File: src/verilog/pfde_params.svh
// Constants of the panel frame-rate shading and dither engine
`ifndef PFDE_PARAMS_SVH
`define PFDE_PARAMS_SVH
// ----------------------------------------------------------------
// Register word indices (byte address is four times the index)
// ----------------------------------------------------------------
`define PFDE_ADDR_GFX_CTRL   4'h0
`define PFDE_ADDR_SHARED     4'h1
`define PFDE_ADDR_VID_CTRL   4'h2
`define PFDE_ADDR_PANEL      4'h3
`define PFDE_ADDR_STATUS     4'h4
// ----------------------------------------------------------------
// Fields and reset values
// ----------------------------------------------------------------
`define PFDE_CTRL_OVR        7
`define PFDE_CTRL_EN         6
`define PFDE_RST_CTRL        8'h40
`define PFDE_RST_SHARED      8'h00
`define PFDE_RST_PANEL       8'h23
`define PFDE_MAX_DITH        6
`define PFDE_NOT4_CAP        7
`define PFDE_TFT3_BITS       4'h3
`define PFDE_TFT3_DITH       3
`endif

File: src/verilog/pfde_pkg.sv
// Types of the panel frame-rate shading and dither engine
package pfde_pkg;
  // Frame-rate shading options held in a nibble
  typedef enum logic [1:0] {
    PFDE_FRS_OFF = 2'h0,
    PFDE_FRS_4   = 2'h1,
    PFDE_FRS_8   = 2'h2,
    PFDE_FRS_16  = 2'h3
  } pfde_frs_type;
  // Shade masking in the sixteen-frame option
  typedef enum logic [1:0] {
    PFDE_MASK_NONE = 2'h0,
    PFDE_MASK_TWO  = 2'h1,
    PFDE_MASK_FOUR = 2'h2
  } pfde_mask_type;
endpackage : pfde_pkg
File: src/verilog/pfde_engine.sv
// Frame-rate shading and spatial dither stage for flat-panel pixels
//
// The AHB-Lite slave port and the register offsets were left to the implementer.
`include "pfde_params.svh"
module pfde_engine
  import pfde_pkg::*;
#(
  parameter int CHAN_W  = 8,
  parameter int FRAME_W = 4
) (
  // Clock and reset
  input  wire logic              clock,
  input  wire logic              rst,
  // AHB-Lite slave
  input  wire logic              hsel,
  input  wire logic [31:0]       haddr,
  input  wire logic [1:0]        htrans,
  input  wire logic              hwrite,
  input  wire logic [2:0]        hsize,
  input  wire logic [31:0]       hwdata,
  input  wire logic              hready,
  output logic      [31:0]       hrdata,
  output logic                   hreadyout,
  output logic                   hresp,
  // Expanded pixels from resolution compensation
  input  wire logic              pix_valid,
  input  wire logic              pix_frame_start,
  input  wire logic              pix_in_video,
  input  wire logic [2:0]        pix_x,
  input  wire logic [2:0]        pix_y,
  input  wire logic [CHAN_W-1:0] pix_r,
  input  wire logic [CHAN_W-1:0] pix_g,
  input  wire logic [CHAN_W-1:0] pix_b,
  // Pixels to the panel interface, low-aligned at the panel depth
  output logic                   out_valid,
  output logic                   out_in_video,
  output logic [CHAN_W-1:0]      out_r,
  output logic [CHAN_W-1:0]      out_g,
  output logic [CHAN_W-1:0]      out_b
);

  // Shade arithmetic assumes 8-bit channels and a 16-frame counter
  if (CHAN_W != 8 || FRAME_W != 4) begin : g_bad_param
    $error("pfde_engine: CHAN_W must be 8 and FRAME_W 4");
  end

  // ----------------------------------------------------------------
  // Data path overview
  // ----------------------------------------------------------------
  // Pixels arrive already expanded by resolution compensation, one per
  // cycle at most, and leave one cycle later at the panel depth. Each
  // channel is cut into three parts: the panel level, the shading bits
  // and the dither bits. The shading bits are compared against the frame
  // counter, offset by screen position, so the pixel lights on that many
  // frames of each period whenever the graphics period is no shorter than its own and no dither bits are used. The dither bits are compared against an
  // ordered matrix entry of the pixel's cell, so neighbours share the
  // fraction in space instead of in time. Both parts are merged into one
  // threshold, which keeps a single compare per channel.
  // Limitation: the position offset uses only the low two bits of the
  // column and row, so the shading phase repeats every four pixels and
  // the dither matrix every eight.

  // ----------------------------------------------------------------
  // Register bus slave
  // ----------------------------------------------------------------
  logic [7:0]  gfx_ctrl_r;
  logic [7:0]  shared_r;
  logic [7:0]  vid_ctrl_r;
  logic [7:0]  panel_r;
  logic        wr_pend_r;
  logic [3:0]  wr_idx_r;
  logic [31:0] hrdata_r;
  logic [3:0]  frame_r;
  logic [5:0]  gfx_eff;
  logic [5:0]  vid_eff;

  // Address phase decode; only word slots 0..4 are mapped
  wire         addr_ok  = hsel && hready && htrans[1];
  wire  [3:0]  addr_idx = haddr[5:2];
  wire         in_map   = haddr[31:6] == 26'h0;
  wire  [31:0] rd_word  =
      !in_map                         ? 32'h0 :
      addr_idx == `PFDE_ADDR_GFX_CTRL ? {24'h0, gfx_ctrl_r} :
      addr_idx == `PFDE_ADDR_SHARED   ? {24'h0, shared_r} :
      addr_idx == `PFDE_ADDR_VID_CTRL ? {24'h0, vid_ctrl_r} :
      addr_idx == `PFDE_ADDR_PANEL    ? {24'h0, panel_r} :
      addr_idx == `PFDE_ADDR_STATUS   ? {16'h0, 2'h0, vid_eff, 2'h0, gfx_eff} :
      32'h0;
  wire  [3:0]  wr_idx   = in_map ? addr_idx : 4'hf;

  // Zero-wait slave: read data prepared in the address phase
  always_ff @(posedge clock or posedge rst) begin
    if (rst) begin
      wr_pend_r <= 1'b0;
      wr_idx_r  <= 4'hf;
      hrdata_r  <= 32'h0;
    end else begin
      wr_pend_r <= addr_ok && hwrite;
      wr_idx_r  <= wr_idx;
      if (addr_ok && !hwrite) begin
        hrdata_r <= rd_word;
      end
    end
  end

  // Write strobes per register, taken from the index captured in the address phase
  wire         wr_gfx    = wr_pend_r && (wr_idx_r == `PFDE_ADDR_GFX_CTRL);
  wire         wr_shared = wr_pend_r && (wr_idx_r == `PFDE_ADDR_SHARED);
  wire         wr_vid    = wr_pend_r && (wr_idx_r == `PFDE_ADDR_VID_CTRL);
  wire         wr_panel  = wr_pend_r && (wr_idx_r == `PFDE_ADDR_PANEL);

  // Write data lands in the data phase; unmapped writes are dropped
  always_ff @(posedge clock or posedge rst) begin
    if (rst) begin
      gfx_ctrl_r <= `PFDE_RST_CTRL;
      shared_r   <= `PFDE_RST_SHARED;
      vid_ctrl_r <= `PFDE_RST_CTRL;
      panel_r    <= `PFDE_RST_PANEL;
    end else begin
      if (wr_gfx) begin
        gfx_ctrl_r <= hwdata[7:0];
      end
      if (wr_shared) begin
        shared_r <= hwdata[7:0];
      end
      if (wr_vid) begin
        vid_ctrl_r <= hwdata[7:0];
      end
      if (wr_panel) begin
        panel_r <= hwdata[7:0];
      end
    end
  end

  // Response flops: the slave never stalls and never errors, yet both pins
  // leave a flop so the bus sees clean levels straight out of reset
  logic        hreadyout_r;
  logic        hresp_r;

  always_ff @(posedge clock or posedge rst) begin
    if (rst) begin
      hreadyout_r <= 1'b1;
      hresp_r     <= 1'b0;
    end else begin
      hreadyout_r <= 1'b1;                                          // Zero wait states
      hresp_r     <= 1'b0;                                          // Always OKAY
    end
  end

  assign hrdata    = hrdata_r;
  assign hreadyout = hreadyout_r;
  assign hresp     = hresp_r;

  // ----------------------------------------------------------------
  // Depth resolution
  // ----------------------------------------------------------------
  // Panel bits per primary, clamped to 1..8
  wire  [3:0]  pan_bits = (panel_r[3:0] == 4'h0) ? 4'h1 :
                          (panel_r[3:0] > 4'h8)  ? 4'h8 : panel_r[3:0];
  // Source bits per primary: 15/16-bit sources give 5, 24-bit gives 8
  wire  [3:0]  src_bits = (panel_r[5:4] == 2'h2) ? 4'h8 : 4'h5;

  // Returns {shading bits, dither bits} for one setting. The panel and source
  // depths come in as arguments so the result follows every register write.
  function automatic logic [5:0] pfde_resolve(input logic [7:0] ctrl,
                                              input logic [3:0] nib,
                                              input logic [3:0] pan,
                                              input logic [3:0] src);
    int m;
    int d;
    int room;
    int cap;
    // Shading depth from the frame_rate_shading option
    m = 0;
    case (pfde_frs_type'(nib[1:0]))
      PFDE_FRS_4:  m = 2;
      PFDE_FRS_8:  m = 3;
      PFDE_FRS_16: m = 4;
      default:     m = 0;
    endcase
    // Depth budget between panel and source; shading takes its share first
    room = int'(src) - int'(pan);
    if (room < 0) begin
      room = 0;
    end
    if (m > room) begin
      m = room;
    end
    // Automatic pattern size, or the fixed one for three-bit panels with shading off
    if (pan == `PFDE_TFT3_BITS && m == 0) begin
      d = `PFDE_TFT3_DITH;
    end else begin
      d = `PFDE_MAX_DITH;
    end
    // Override limits the added bits to the programmed count
    if (ctrl[`PFDE_CTRL_OVR] && int'(ctrl[2:0]) < d) begin
      d = int'(ctrl[2:0]);
    end
    if (!ctrl[`PFDE_CTRL_EN]) begin
      d = 0;
    end
    // What is left of the budget after shading bounds the dither
    cap = room - m;
    // Full depth is kept for four-frame shading; longer periods add no dither beyond seven bits of panel, shading and dither
    if (m > 2) begin
      if (`PFDE_NOT4_CAP - int'(pan) - m < cap) begin
        cap = `PFDE_NOT4_CAP - int'(pan) - m;
      end
    end
    if (cap < 0) begin
      cap = 0;
    end
    if (d > cap) begin
      d = cap;
    end
    if (d > `PFDE_MAX_DITH) begin
      d = `PFDE_MAX_DITH;
    end
    pfde_resolve = {3'(m), 3'(d)};
  endfunction : pfde_resolve

  // Separate settings per region
  assign gfx_eff = pfde_resolve(gfx_ctrl_r, shared_r[3:0], pan_bits, src_bits);
  assign vid_eff = pfde_resolve(vid_ctrl_r, shared_r[7:4], pan_bits, src_bits);

  // Per-pixel choice of setting
  wire  [5:0]  cur_eff  = pix_in_video ? vid_eff : gfx_eff;
  wire  [3:0]  cur_nib  = pix_in_video ? shared_r[7:4] : shared_r[3:0];
  wire  [2:0]  frs_bits = cur_eff[5:3];
  wire  [2:0]  dit_bits = cur_eff[2:0];
  wire  [3:0]  frac_w   = {1'b0, frs_bits} + {1'b0, dit_bits};
  wire  [3:0]  tot_bits = pan_bits + frac_w;
  wire  [7:0]  frs_mask = (8'h1 << frs_bits) - 8'h1;
  wire  [7:0]  dit_mask = (8'h1 << dit_bits) - 8'h1;
  wire  [7:0]  frac_msk = (8'h1 << frac_w) - 8'h1;
  wire  [7:0]  top_lvl  = (8'h1 << pan_bits) - 8'h1;
  wire         mask_on  = frs_bits == 3'h4;

  // ----------------------------------------------------------------
  // Frame counter
  // ----------------------------------------------------------------
  // Period follows the graphics shading setting so it never jumps mid-frame by region;
  // with shading off the wrap mask is zero and the counter rests at frame 0
  wire  [2:0]  gfx_frs  = gfx_eff[5:3];
  wire  [3:0]  gfx_per  = 4'((8'h1 << gfx_frs) - 8'h1);
  always_ff @(posedge clock or posedge rst) begin
    if (rst) begin
      frame_r <= 4'h0;
    end else if (pix_valid && pix_frame_start) begin
      frame_r <= (frame_r + 4'h1) & gfx_per;
    end
  end

  // Phase offset per position spreads on-frames to cut flicker: two pixels
  // with the same shade in one row of four light on different frames, which keeps
  // the panel's average drive steady from frame to frame
  wire  [7:0]  phase    = {4'h0, frame_r + {pix_y[1:0], pix_x[1:0]}} & frs_mask;
  // Ordered matrix of 8x8; its top bits form the smaller patterns.
  // Taking the top bits keeps each smaller pattern balanced, so every
  // cell of a 2x1 up to an 8x4 pattern sees each threshold once.
  wire  [5:0]  bayer    = {pix_x[0] ^ pix_y[0], pix_y[0], pix_x[1] ^ pix_y[1],
                           pix_y[1], pix_x[2] ^ pix_y[2], pix_y[2]};
  wire  [7:0]  pat_val  = 8'(bayer >> (3'h6 - dit_bits));
  wire  [7:0]  thresh   = 8'(pat_val << frs_bits) | phase;

  // ----------------------------------------------------------------
  // Per-channel shading
  // ----------------------------------------------------------------
  // Masked sixteen-frame shades: drop the flicker-prone duties. The nearest
  // kept duty is chosen, so a masked shade moves by one step at most.
  function automatic logic [3:0] pfde_mask_shade(input logic [3:0] s,
                                                 input logic [1:0] sel);
    logic [3:0] r;
    r = s;
    // Both masked options drop the lightest and heaviest partial duties
    if (sel != PFDE_MASK_NONE) begin
      if (s == 4'h1) begin
        r = 4'h0;
      end
      if (s == 4'hf) begin
        r = 4'he;
      end
    end
    // Four masked shades also drop the two duties around half
    if (sel == PFDE_MASK_FOUR) begin
      if (s == 4'h7) begin
        r = 4'h6;
      end
      if (s == 4'h9) begin
        r = 4'ha;
      end
    end
    pfde_mask_shade = r;
  endfunction : pfde_mask_shade

  logic [CHAN_W-1:0] chan_in  [3];
  logic [CHAN_W-1:0] chan_out [3];
  logic [CHAN_W-1:0] out_r_r;
  logic [CHAN_W-1:0] out_g_r;
  logic [CHAN_W-1:0] out_b_r;
  logic              out_valid_r;
  logic              out_vid_r;

  assign chan_in[0] = pix_r;
  assign chan_in[1] = pix_g;
  assign chan_in[2] = pix_b;

  // Each channel: base level plus one step when the fraction beats the threshold.
  // The top panel level has no step above it, so it is held rather than wrapped;
  // a full-scale source therefore shows steadily on instead of flickering.
  for (genvar c = 0; c < 3; c++) begin : g_chan
    wire [7:0] base   = chan_in[c] >> (4'h8 - pan_bits);
    wire [7:0] frac   = (chan_in[c] >> (4'h8 - tot_bits)) & frac_msk;
    wire [7:0] fr_hi  = (frac >> dit_bits) & frs_mask;
    wire [3:0] shade  = mask_on ? pfde_mask_shade(fr_hi[3:0], cur_nib[3:2]) : fr_hi[3:0];
    wire [7:0] frac_m = 8'({4'h0, shade} << dit_bits) | (frac & dit_mask);
    wire       step   = frac_m > thresh;
    assign chan_out[c] = (step && base != top_lvl) ? base + 8'h1 : base;
  end

  // ----------------------------------------------------------------
  // Output register
  // ----------------------------------------------------------------
  // One output pixel per input pixel, one cycle later; levels and region
  // hold between pixels so the panel interface may sample them late
  always_ff @(posedge clock or posedge rst) begin
    if (rst) begin
      out_valid_r <= 1'b0;
      out_vid_r   <= 1'b0;
      out_r_r     <= '0;
      out_g_r     <= '0;
      out_b_r     <= '0;
    end else begin
      out_valid_r <= pix_valid;
      if (pix_valid) begin
        out_vid_r <= pix_in_video;
        out_r_r   <= chan_out[0];
        out_g_r   <= chan_out[1];
        out_b_r   <= chan_out[2];
      end
    end
  end

  assign out_valid    = out_valid_r;
  assign out_in_video = out_vid_r;
  assign out_r        = out_r_r;
  assign out_g        = out_g_r;
  assign out_b        = out_b_r;

endmodule : pfde_engine

File: config.mk
export PLATFORM = sky130hd
export DESIGN_NAME = pfde_engine
export DESIGN_NICKNAME = d
export VERILOG_FILES = /design/src/verilog/pfde_pkg.sv /design/src/verilog/pfde_engine.sv
export VERILOG_INCLUDE_DIRS = /design/src /design/src/verilog
export SDC_FILE = /design/constraint.sdc
export NUM_CORES = 1
export LEC_CHECK = 0
export BUFFER_PORTS_ARGS = -buffer_cell sky130_fd_sc_hd__buf_2
export CORE_MARGIN = 2
export CORE_UTILIZATION = 58
export CTS_CLUSTER_SIZE = 28
export DETAILED_ROUTE_END_ITERATION = 16
export GPL_TIMING_DRIVEN = 0
export PLACE_DENSITY = 0.8
export REMOVE_ABC_BUFFERS = 1
export SLEW_MARGIN = 20
export SYNTH_ARGS = -nofsm -noshare
export SYNTH_HDL_FRONTEND = slang
export SYNTH_SLANG_ARGS = --single-unit
File: constraint.sdc
create_clock -name clock -period 20.2 [get_ports clock]
set_input_delay 1.01 -clock clock [delete_from_list [all_inputs] [get_ports clock]]
set_output_delay 1.01 -clock clock [all_outputs]
set_load 0.005 [all_outputs]
== After elaboration in Yosys (flattened, before gate mapping) ==
Cells that the tools add are included.
Word-level totals
  register bits after elaboration: 99
  bits in latches: 0
  bits in writable memories: 0
  memory bits (read-only): 0
  bits of input ports: 107
  memories: 0
Operators by class
  $add $sub $neg: 21
  $mul: 0
  divide/modulo/power cells: 0
  order comparisons: 19
  eq/ne operators: 32
  shift-type cells: 19
  mux-type cells: 57
  bitwise gates (word level): 18
  reduce and logical (&&, ||, !) cells: 24
Operators by type and width (number)
  32-bit 2-to-1 mux: 15
  32-bit > comparator: 4
  4-bit 2-to-1 mux: 26
  14-bit 2-to-1 mux: 6
  32-bit by 3-bit > comparator with 1-bit output (second input constant): 2
  32-bit by 4-bit > comparator with 1-bit output (second input constant): 2
  32-bit logical NOT: 2
  32-bit by 1-bit < comparator with 1-bit output (second input constant): 2
  32-bit < comparator: 2
  4-bit by 32-bit < comparator with 1-bit output: 2
  32-bit subtractor: 2
  5-bit by 32-bit subtractor with 32-bit output: 2
  8-bit bitwise AND: 6
  8-bit by 4-bit >> shifter with 8-bit output: 6
  8-bit OR: 4
  8-bit by 1-bit subtractor with 8-bit output (second input constant): 4
  26-bit logical NOT: 1
  8-bit by 1-bit adder with 8-bit output (second input constant): 3
  4-bit equality test (second input constant): 6
  8-bit > comparator: 3
  8-bit 2-to-1 mux: 3
  8-bit inequality test: 3
  4-bit by 3-bit left shift with 8-bit output: 3
  8-bit by 3-bit >> shifter with 4-bit output: 3
  other kinds (31): 78

== Longest topological paths before layout ==
Gate-level depths: netlist of the first run.
  word-level depth: 40
  gate-level depth with buffers: 85

== Worst setup path before layout of the first run ==
Ideal clock, no wire load.
  path kind: register to register
  start point: register panel_r[0]
  end point: register out_b_r[7], in the netlist out_b[7]
  library setup time: 0.137 ns
  arrival: 16.398 ns
  data required time: 20.063 ns
  setup slack: 3.665 ns
  stages on the path, launching flop included: 74
  buffers on the path: 7
  period minus slack after synthesis: 16.535 ns
  cell sequence: dfstp_2 > nor2_1 > nor2_1 > clkbuf_1 > clkbuf_1 > ha_1 > inv_1 > ha_1 > a211oi_1 > nor2_2 > nand2_1 > ha_1 > nor2b_1 > o21a_1 > o21ai_0 > or3_1 > a21boi_1 > ha_1 > [38 not listed] > a21boi_1 > o31ai_1 > and2_1 > mux2_2 > ha_1 > nor2b_1 > o21a_1 > o21ai_0 > nand2b_1 > a21oi_1 > nor2_1 > a211oi_1 > a211oi_1 > nor4b_1 > nand3b_1 > nor3_1 > xor2_1 > a21oi_1
On the way
  cells in the longest elaborated chain, start to end: 40
  elaborated cells between the ends (all ways): 94
  classes of those cells: 16 x add/sub; 17 x order compare; 7 x eq/ne; 10 x shift; 30 x mux; 6 x bitwise; 8 x reduce/logical
RTL lines
  start: declaration: line pfde_engine.sv:69  | logic [7:0] panel_r;
  start signal: assignment: line pfde_engine.sv:118  | panel_r <= `PFDE_RST_PANEL;
  start signal: assignment: line pfde_engine.sv:130  | panel_r <= hwdata[7:0];
  4-bit > comparator: line pfde_engine.sv:159  | (panel_r[3:0] > 4'h8) ? 4'h8 : panel_r[3:0];
  4-bit 2-to-1 mux: line pfde_engine.sv:159
  4-bit 2-to-1 mux (*): line pfde_engine.sv:158  | wire [3:0] pan_bits = (panel_r[3:0] == 4'h0) ? 4'h1 :
  branches (longest 36 deep; another with 32-bit > comparator)
  8-bit 2-to-1 mux (*): line pfde_engine.sv:318  | assign chan_out[c] = (step && base != top_lvl) ? base + 8'h1 : base;
  end signal: assignment: line pfde_engine.sv:339  | out_b_r <= chan_out[2];
  end: declaration: line pfde_engine.sv:300  | logic [CHAN_W-1:0] out_b_r;
Every way passes the cells marked *.
A chain may end at the register's enable or synchronous reset.

== Worst setup path in the final report of the first run ==
  start point: register panel_r[3]
  end point: register out_g_r[7], in the netlist out_g[7]
On the way
  cells in the longest elaborated chain, start to end: 40
  elaborated cells between the ends (all ways): 94
  classes of those cells: 16 x add/sub; 17 x order compare; 7 x eq/ne; 10 x shift; 30 x mux; 6 x bitwise; 8 x reduce/logical
RTL lines
  4-bit > comparator: line pfde_engine.sv:159
  4-bit 2-to-1 mux: line pfde_engine.sv:159
  4-bit 2-to-1 mux (*): line pfde_engine.sv:158
  branches (longest 36 deep; another with 32-bit > comparator)
  8-bit 2-to-1 mux (*): line pfde_engine.sv:318
  end signal: assignment: line pfde_engine.sv:338  | out_g_r <= chan_out[1];
  end: declaration: line pfde_engine.sv:299  | logic [CHAN_W-1:0] out_g_r;
Marked as above.

==> run_results.csv, run 1 <==
group,metric,value,unit
critical_path,critPathLaunchType,"register",
pwr,seqPwrFrac,0.110,
finish,synthToLayoutAreaGrowth,9.13,%
finish,stdcell_area,13500,µm²
placed_design,dp_cells,1916,
routing,wl_per_cell,20.1,µm
sta,finalSetupViolations,0,
sta,clock_skew,0.0107,ns
flow_run,cap_violations,0,
finish,nNetsFinal,1905,
pwr,cellPowerDensity,130,nW/µm²
clock_network,clock_sinks,81,
critical_path,end_kind,"register",
sta,drv_slew,0,
pwr,peakVddDrop,0.0000724,V
logic_synthesis,avgSynthCellArea,7.85,µm²
logic_synthesis,synth_area_leaders,"dfrtp_1 (15%), ha_1 (14%), mux2_2 (5.9%)",
pwr,p_leak,5.97,nW
critical_path,cp_max_fo,25,
grt,grt_use_met1,0.477,
finish,final_core_util,0.644,
critical_path,arrival,19.14,ns
outcome,status,"finished clean",
grt,grt_pass1_vias,11559,
pwr,comb_power_share,0.777,
sta,rsz0062_at_grt,"false",
critical_path,cp_slowest_stage_delay,0.78,ns
die,die_y,150,µm
critical_path,required,20.39,ns
routing,num_vias,12657,
die,die_x,150,µm
pwr,total_power,1.76,mW
logic_synthesis,synth_ff_type,"dfrtp_1",
logic_synthesis,ys_seq_elements,81,
grt,grt_pass1_wl,61000,µm
logic_synthesis,synth_most_common_cell,"nand2_1",
die,io_pins,167,
clock_network,h-tree-depth,3,
critical_path,cp_slowest_cell,"dfrtp_2",
placed_design,port_buffers,116,
logic_synthesis,synth_warnings,0,
clock_network,numCtsBuffers,9,
grt,use_met2,0.542,
grt,busiest_layer,"met2",
die,start_util,0.590,
critical_path,crit_type,"register to register",
logic_synthesis,synthCells,1581,
logic_synthesis,yosys.area.top_type,"dfrtp_1",
grt,overflow,0,
grt,use_met3,0.0336,
clock_network,ctsRootBufferMaster,"clkbuf_16",
pwr,power.switching,934,µW
sta,fmax,0.0528,GHz
routing,drt_iter0_drc,1132,
logic_synthesis,yosysUniqueCellTypes,105,
placed_design,place_area,13100,µm²
clock_network,clockBufferDepth,2,
routing,route.detailed.drc,0,
logic_synthesis,yosysSeqAreaShare,0.164,
clock_network,cts_tree,"built",
die,coreArea,21000,µm²
pwr,intPower,827,µW
logic_synthesis,synthTopCellsByCount,"nand2_1 (143), ha_1 (136), nor2_1 (124)",
logic_synthesis,synthArstFlopShare,1.00,
pwr,p_clk_frac,0.112,
sta,tightest_slew,1.09,ns
logic_synthesis,synth_edf_count,0,
placed_design,place.gp.congestion,0.964,
sta,relSlewSlack,0.265,
die,die_area,22600,µm²
sta,tns,0,ns
sta,fin_ws,1.26,ns
sta,hold_viol,0,
clock_network,clock_latency,0.35,ns
grt,grtUsageTotal,0.340,
grt,grt_max_degree,60,
finish,layout-drive-gt1-share,0.170,
placed_design,dpl.hpwl,30000,µm
pwr,swShare,0.531,
clock_network,path_clk_slew,0.06,ns
worst_hold_path,holdCritPathClass,"register to register",
grt,antenna_found_initial,1,
logic_synthesis,syn_area,12400,µm²
sta,hold_ws,0.484,ns
routing,drt_pass1_iterations,6,
routing,via_per_inst,6.53,
placed_design,pre_cts_ws,-0.0153,ns
finish,final_cells,1938,
routing,drt-total-wl,38900,µm
sta,period_minus_slack,18.94,ns
logic_synthesis,synth_top_area_frac,0.145,
routing,drtAntennaViolNets,0,
die,num_rows,53,
critical_path,crit_top_cell,"ha_1",
sta,finalCritPeriodShare,0.938,
-- cell usage in the layout (no fill, tap or decap), types with 8 or more instances in the layout --
master	Yosys	routed
a2111oi_0	8	8
a211o_1	11	11
a211oi_1	39	38
a21o_1	30	30
a21oi_1	109	109
a22oi_1	15	15
a31oi_1	22	22
and2_1	13	13
buf_2	6	116
clkbuf_16	0	9
conb_1	2	26
dfrtp_1	72	71
dfstp_2	9	9
ha_1	136	134
inv_1	86	84
mux2_2	65	65
mux2i_1	72	71
nand2_1	143	143
nand2b_1	32	32
nand3_1	40	40
nand4_1	14	14
nor2_1	124	122
nor2b_1	27	27
nor3_1	35	34
nor4_1	21	20
o211ai_1	9	9
o21a_1	9	9
o21ai_0	89	89
o22ai_1	10	10
o31ai_1	10	10
or2_2	15	15
or3_1	10	10
xnor2_1	38	38
xor2_1	28	28
-- worst paths after layout --
check / start / endpoint / slack, ns / cells after the start
setup / recovery: panel_r[3]$_DFFE_PP0P_ / out_g[7]$_DFFE_PP0P_ / 1.26 / 69
min in group asynchronous: rst / out_r[0]$_DFFE_PP0P_ / 0.62 / 2
hold reg to reg: hrdata[4]$_DFFE_PP0P_ / hrdata[4]$_DFFE_PP0P_ / 0.48 / 2
max in group asynchronous: rst / panel_r[0]$_DFFE_PP1P_ / 18.94 / 3
hold / removal: hrdata[4]$_DFFE_PP0P_ / hrdata[4]$_DFFE_PP0P_ / 0.48 / 2
setup reg to reg: panel_r[3]$_DFFE_PP0P_ / out_g[7]$_DFFE_PP0P_ / 1.26 / 69
-- power groups by stage --
stage | sequential [mW] | clock (mW) | combinational [mW]
6_report | 0.194 | 0.198 | 1.37
5_1_grt | 0.197 | 0.206 | 1.48
4_1_cts | 0.194 | 0.200 | 1.32
3_5_place_dp | 0.197 | 0 | 1.31
3_3_place_gp | 0.196 | 0 | 1.27
2_1_floorplan | 0.196 | 0 | 0.968
-- logic make-up (layout without fill, tap and decap cells) --
logic type	Yosys count	after routing	share of synthesized area
and+or+nand+nor	513	513	0.203
muxes	142	142	0.124
xor gates and xnor gates	68	68	0.0501
adders and majority gates	142	142	0.146
other	2	27	0.000605
DFF	81	81	0.164
AOI/OAI and AO/OA	455	455	0.250
buffers and inverters	178	235	0.0618
-- flip-flops by register name, indices dropped and copies added (netlist names) --
register,flops
hrdata,14
gfx_ctrl_r,8
out_b,8
out_g,8
out_r,8
panel_r,8
shared_r,8
vid_ctrl_r,8
frame_r,4
wr_idx_r,4
out_in_video,1
out_valid,1
wr_pend_r,1
-- critical path, delay by kind of cell (launching register included) --
family / cells / cell delay (ns)
and+or+nand+nor: 20 / 5.29
buffers and inverters: 5 / 0.54
adders and majority gates: 12 / 3.86
xor gates and xnor gates: 3 / 0.91
AOI/OAI and AO/OA: 26 / 6.20
DFF: 1 / 0.78
muxes: 3 / 1.11
-- final cells by class --
cell class	instances	area, µm²
Timing Repair Buffer	124	684
Clock buffer	10	239
Tap cell	275	344
Timing Repair inverter	1	5.00
Antenna cell	1	2.50
Multi-Input combinational cell	1346	9750
Sequential cell	81	2040
Clock inverter	6	114
Inverter	94	360
Fill cell	1799	7480
-- routing by layer --
| metal | wire length, µm | up-vias |
|---|---|---|
| met4 | 1430 | 0 |
| met1 | 16600 | 5982 |
| met5 | 0 | - |
| met2 | 17600 | 632 |
| met3 | 3260 | 100 |
| li1 | - | 5943 |
-- what timing repair did --
action                     CTS  global route
hold buffers                 0             0
setup endpoints to repair    1            22
resized for setup            1             6
gates cloned                 0             1
buffers inserted             0             4
Power figures use the tool's default switching activity.
==> run 2, diff against run 1 <==
--- a/config.mk
+++ b/config.mk
@@ -15,2 +15,3 @@
 export PLACE_DENSITY = 0.8
+export RECOVER_POWER = 50
 export REMOVE_ABC_BUFFERS = 1
--- a/constraint.sdc
+++ b/constraint.sdc
@@ -3,2 +3,2 @@
 set_output_delay 1.01 -clock clock [all_outputs]
-set_load 0.005 [all_outputs]
+set_load 0.1 [all_outputs]
==> run_results.csv, run 2 (synthesis results as in run 1) <==
group,metric,value,unit
flow_run,cap_violations,2,
routing,drt_pass1_iterations,6,
sta,drv_slew,100,
grt,grt_pass1_vias,11559,
routing,wl_per_cell,20.0,µm
critical_path,critPathLaunchType,"register",
routing,drt-total-wl,38800,µm
critical_path,crit_top_cell,"ha_1",
critical_path,r2r_slack,1.20,ns
sta,clock_skew,0.0111,ns
pwr,p_leak,5.95,nW
die,die_x,150,µm
critical_path,rr_worst_depth,70,
critical_path,arrival,19.14,ns
critical_path,cp_slowest_cell,"dfrtp_2",
clock_network,ctsHoldBuffers,0,
placed_design,port_buffers,116,
critical_path,r2r-end,"out_g[7]$_DFFE_PP0P_",
grt,grt_pass1_wl,61000,µm
finish,layout-drive-gt1-share,0.167,
critical_path,cp_slowest_stage_delay,0.78,ns
critical_path,critPathTopFamily,"compound AO/OA/AOI/OAI gates",
finish,layout_common_cells,"nand2_1 (143), ha_1 (134), nor2_1 (122)",
pwr,peakVddDrop,0.000109,V
critical_path,end_kind,"register",
sta,finalCritPeriodShare,0.941,
grt,overflow,0,
finish,synthToLayoutAreaGrowth,8.87,%
sta,fmax,0.0526,GHz
routing,drtAntennaViolNets,0,
die,io_pins,167,
grt,grt_max_degree,60,
critical_path,cp_num_buf_inv,7,
grt,antenna_found_initial,1,
critical_path,required,20.34,ns
critical_path,cp_max_fo,25,
grt,busiest_layer,"met2",
critical_path,path_depth,70,
die,die_area,22600,µm²
grt,use_met3,0.0336,
sta,hold_ws,0.483,ns
die,die_y,150,µm
finish,fillers,1800,
die,coreArea,21000,µm²
placed_design,dpl.hpwl,30000,µm
sta,fin_ws,1.20,ns
placed_design,place.gp.congestion,0.964,
sta,tightest_slew,3.18,ns
critical_path,endpoint,"out_g[7]$_DFFE_PP0P_",
finish,final_core_util,0.642,
routing,drt_iter0_drc,1182,
grt,grtUsageTotal,0.340,
sta,tns,0,ns
finish,seq_area,2040,µm²
sta,period_minus_slack,19.00,ns
worst_hold_path,holdCritPathClass,"register to register",
sta,finalSetupViolations,0,
clock_network,path_clk_slew,0.06,ns
finish,multiInputGateArea,9740,µm²
clock_network,cts_tree,"built",
clock_network,numCtsBuffers,9,
finish,layout_commonest_cell,"nand2_1",
clock_network,clock_sinks,81,
routing,via_per_inst,6.53,
grt,use_met2,0.542,
routing,route.detailed.drc,0,
clock_network,clockBufferDepth,2,
critical_path,crit_type,"register to register",
sta,rsz0062_at_grt,"false",
outcome,failed_checks,"max-capacitance violations, max-slew violations",
pwr,cellPowerDensity,139,nW/µm²
sta,relSlewSlack,-1.12,
die,start_util,0.590,
grt,grt_use_met1,0.477,
placed_design,pre_cts_ws,-0.0153,ns
finish,nNetsFinal,1905,
sta,hold_viol,0,
routing,num_vias,12646,
finish,largest_reg_flops,14,
outcome,status,"finished, violations left",
die,num_rows,53,
clock_network,ctsRootBufferMaster,"clkbuf_16",
critical_path,r2r_start,"panel_r[3]$_DFFE_PP0P_",
critical_path,startpoint,"panel_r[3]$_DFFE_PP0P_",
clock_network,clock_latency,0.36,ns
clock_network,h-tree-depth,3,
==> run 2: routing by layer <==
metal	part of all wire	up-vias
met1	0.43	5973
met3	0.083	100
met2	0.45	632
met5	0	-
li1	-	5941
met4	0.037	0
==> run 2: metrics by stage <==
step / instance area [µm²] / std cells / power, mW
after global routing: 13500 / 1938 / 2.01
after floorplan: 12100 / 1521 / 1.29
after detailed placement: 13100 / 1916 / 1.63
after global placement: 13000 / 1912 / 1.59
final: 13500 / 1938 / 1.88
after CTS: 13500 / 1932 / 1.84
==> run 2: worst min-delay path by stage <==
stage	from	end	slack, ns	depth (start not counted)
floorplan	vid_ctrl_r[3]$_DFFE_PP0P_	vid_ctrl_r[3]$_DFFE_PP0P_	0.47	1
finish	hrdata[4]$_DFFE_PP0P_	hrdata[4]$_DFFE_PP0P_	0.48	2
CTS	hrdata[4]$_DFFE_PP0P_	hrdata[4]$_DFFE_PP0P_	0.49	2
detailed placement	hrdata[3]$_DFFE_PP0P_	hrdata[3]$_DFFE_PP0P_	0.47	2
global route	out_g[3]$_DFFE_PP0P_	out_g[3]$_DFFE_PP0P_	0.52	1
global placement	hrdata[12]$_DFFE_PP0P_	hrdata[12]$_DFFE_PP0P_	0.46	2
==> run 2: timing repair <==
item / 4_1_cts / 5_1_grt
gates resized for setup: 1 / 6
endpoints found under the setup margin: 1 / 22
cloned: 0 / 1
setup buffers: 0 / 4
==> run 2: tightest hold or removal path, cell delays in order (launching register included) <==
cell and delay, ns:
dfrtp_1 0.34, nand2_1 0.04, o21ai_0 0.06
==> run 2: layout make-up <==
class | count | area share
multi-input cells | 1346 | 0.722
flip-flops and latches | 81 | 0.151
repair buffers | 124 | 0.0487
inverters | 94 | 0.0266
well taps | 275 | 0.0255
clock buffers | 10 | 0.0177
clock inverters | 6 | 0.00843
repair inverters | 1 | 0.000371
diodes | 1 | 0.000185
==> run 2: power by group <==
part | internal [mW] | leakage [nW] | switching (mW)
logic | 0.520 | 4.78 | 0.970
registers | 0.182 | 1.00 | 0.0126
clock network | 0.125 | 0.165 | 0.0733
==> run 3, diff against run 2 <==
- ABC_AREA: not set -> 1
==> run_results.csv, run 3 <==
group,metric,value,unit
outcome,status,"finished, violations left",
outcome,failed_checks,"max-capacitance violations, max-slew violations",
sta,period_minus_slack,16.59,ns
sta,tightest_slew,3.01,ns
critical_path,end_kind,"register",
critical_path,critPathLaunchType,"register",
finish,synthToLayoutAreaGrowth,7.62,%
logic_synthesis,avgSynthCellArea,6.28,µm²
routing,num_vias,13010,
critical_path,r2r_start,"panel_r[3]$_DFFE_PP0P_",
pwr,peakVddDrop,0.0000444,V
clock_network,ctsHoldBuffers,0,
logic_synthesis,synthTopCellsByCount,"nand2_1 (530), inv_1 (236), o21ai_0 (169)",
die,io_pins,167,
sta,hold_viol,0,
sta,relSlewSlack,-1.01,
clock_network,h-tree-depth,3,
routing,route.met3.wl,2370,µm
logic_synthesis,synth_top_area_frac,0.165,
sta,fmax,0.0603,GHz
clock_network,cts_tree,"built",
critical_path,path_depth,93,
logic_synthesis,synth_ff_type,"dfrtp_1",
clock_network,path_clk_slew,0.07,ns
logic_synthesis,yosysSeqAreaShare,0.169,
grt,antenna_found_initial,0,
sta,hold_ws,0.476,ns
die,die_x,148,µm
routing,drt_pass1_iterations,6,
critical_path,endpoint,"out_b[6]$_DFFE_PP0P_",
placed_design,dpl.hpwl,26800,µm
sta,finalSetupViolations,0,
logic_synthesis,yosysUniqueCellTypes,66,
finish,layout_common_cells,"nand2_1 (529), inv_1 (235), o21ai_0 (169)",
die,die_area,22000,µm²
sta,rsz0062_at_grt,"false",
pwr,cellPowerDensity,34.1,nW/µm²
routing,routed.top_layer,"met4",
logic_synthesis,synthArstFlopShare,1.00,
routing,drtAntennaViolNets,0,
critical_path,arrival,16.89,ns
die,start_util,0.595,
placed_design,port_buffers,116,
critical_path,cp_max_fo,49,
critical_path,r2r-end,"out_b[6]$_DFFE_PP0P_",
routing,wl_per_cell,15.1,µm
die,coreArea,20300,µm²
logic_synthesis,synth_most_common_cell,"nand2_1",
critical_path,r2r_slack,3.61,ns
critical_path,crit_type,"register to register",
flow_run,cap_violations,1,
routing,via_per_inst,5.72,
logic_synthesis,synth_edf_count,0,
placed_design,place.gp.congestion,0.971,
sta,clock_skew,0.0151,ns
critical_path,required,20.50,ns
grt,grt_pass1_wl,56200,µm
clock_network,clockBufferDepth,2,
finish,largest_reg_flops,14,
clock_network,post_cts_buffers,0,
grt,grtUsageTotal,0.309,
critical_path,cp_slowest_cell,"dfrtp_1",
die,die_y,148,µm
critical_path,startpoint,"panel_r[3]$_DFFE_PP0P_",
clock_network,ctsRootBufferMaster,"clkbuf_16",
critical_path,cp_num_buf_inv,10,
finish,nNetsFinal,2249,
grt,grt_pass1_vias,11817,
routing,drt_iter0_drc,1027,
sta,tns,0,ns
clock_network,clock_sinks,81,
routing,drt-total-wl,34400,µm
clock_network,cts_resized,0,
logic_synthesis,synthCells,1921,
logic_synthesis,synth_area_leaders,"nand2_1 (16%), dfrtp_1 (15%), ha_1 (14%)",
logic_synthesis,synth_warnings,0,
logic_synthesis,syn_area,12100,µm²
routing,routed-wl-met2,16000,µm
logic_synthesis,ys_seq_elements,81,
critical_path,crit_top_cell,"nand2_1",
critical_path,critPathTopFamily,"simple AND/OR/NAND/NOR gates",
critical_path,cp_slowest_stage_delay,0.78,ns
routing,wl_met1,15000,µm
die,num_rows,52,
finish,layout_commonest_cell,"nand2_1",
critical_path,rr_worst_depth,93,
finish,layout-drive-gt1-share,0.124,
worst_hold_path,holdCritPathClass,"register to register",
grt,grt_max_degree,56,
finish,antenna_cells,0,
routing,route.detailed.drc,0,
logic_synthesis,yosys.area.top_type,"nand2_1",
grt,overflow,0,
clock_network,numCtsBuffers,9,
clock_network,clock_latency,0.36,ns
sta,finalCritPeriodShare,0.821,
sta,drv_slew,56,
pwr,p_leak,6.64,nW
-- run 3: cell types whose count changed after synthesis, moves of 21 or more --
cell      change
a211oi_1     -32
a21o_1       -22
a21oi_1      -50
inv_1       +150
mux2_2       -65
mux2i_1      -69
nand2_1     +387
nand2b_1     -31
nand3_1     +112
nor2b_1      -27
o21ai_0      +80
xnor2_1      -21
-- run 3: metrics by stage --
step	power [mW]	instances	utilization	cell area (µm²)	worst slack, ns
after floorplan	0.250	1873	-	11800	6.72
after global placement	0.274	2259	0.625	12700	3.77
after detailed placement	0.276	2260	0.626	12700	3.89
after CTS	0.447	2276	0.641	13000	3.89
after global routing	0.459	2276	0.640	13000	1.97
final	0.443	2276	0.640	13000	3.61
-- run 3: power by group --
| part | total [mW] | internal, mW | switching, mW |
|---|---|---|---|
| logic | 0.103 | 0.0198 | 0.0836 |
| registers | 0.169 | 0.167 | 0.00231 |
| clock network | 0.171 | 0.0882 | 0.0825 |
-- run 3: layout make-up --
class | instances | area (µm²)
Clock buffer | 9 | 225
Clock inverter | 7 | 78.8
Fill cell | 1958 | 7310
Inverter | 260 | 985
Multi-Input combinational cell | 1532 | 8740
Sequential cell | 81 | 2040
Tap cell | 270 | 338
Timing Repair Buffer | 117 | 583
-- run 3: worst min-delay path by stage --
| stage | from | endpoint | slack [ns] | cells after the start |
|---|---|---|---|---|
| floorplan | shared_r[6]$_DFFE_PP0P_ | shared_r[6]$_DFFE_PP0P_ | 0.45 | 2 |
| global placement | out_r[2]$_DFFE_PP0P_ | out_r[2]$_DFFE_PP0P_ | 0.46 | 2 |
| detailed placement | out_g[2]$_DFFE_PP0P_ | out_g[2]$_DFFE_PP0P_ | 0.46 | 2 |
| CTS | out_g[2]$_DFFE_PP0P_ | out_g[2]$_DFFE_PP0P_ | 0.48 | 2 |
| global route | out_r[2]$_DFFE_PP0P_ | out_r[2]$_DFFE_PP0P_ | 0.50 | 2 |
| finish | out_g[2]$_DFFE_PP0P_ | out_g[2]$_DFFE_PP0P_ | 0.48 | 2 |
-- run 3: cell families (layout without fill, tap and decap cells) --
| logic type | Yosys count | count (layout) | synth area share |
|---|---|---|---|
| multiplexers | 3 | 3 | 0.00249 |
| buffers and inverters | 332 | 393 | 0.115 |
| AND/OR/NAND/NOR | 963 | 963 | 0.360 |
| adder cells (fa/ha/maj) | 141 | 141 | 0.149 |
| other | 2 | 26 | 0.000622 |
| flip-flops | 81 | 81 | 0.169 |
| XOR/XNOR | 46 | 46 | 0.0340 |
| AO/OA/AOI/OAI | 353 | 353 | 0.170 |
-- run 3: tightest hold or removal path: cells and delay by family, from the launching register on --
family           cells  cell delay [ns]
DFF                  1             0.34
and+or+nand+nor      2             0.10
-- run 3: routing by layer --
layer,vias up,global-route usage
met5,-,0
met4,0,0.109
met3,92,0.0319
met2,539,0.518
met1,5906,0.416
li1,6473,-
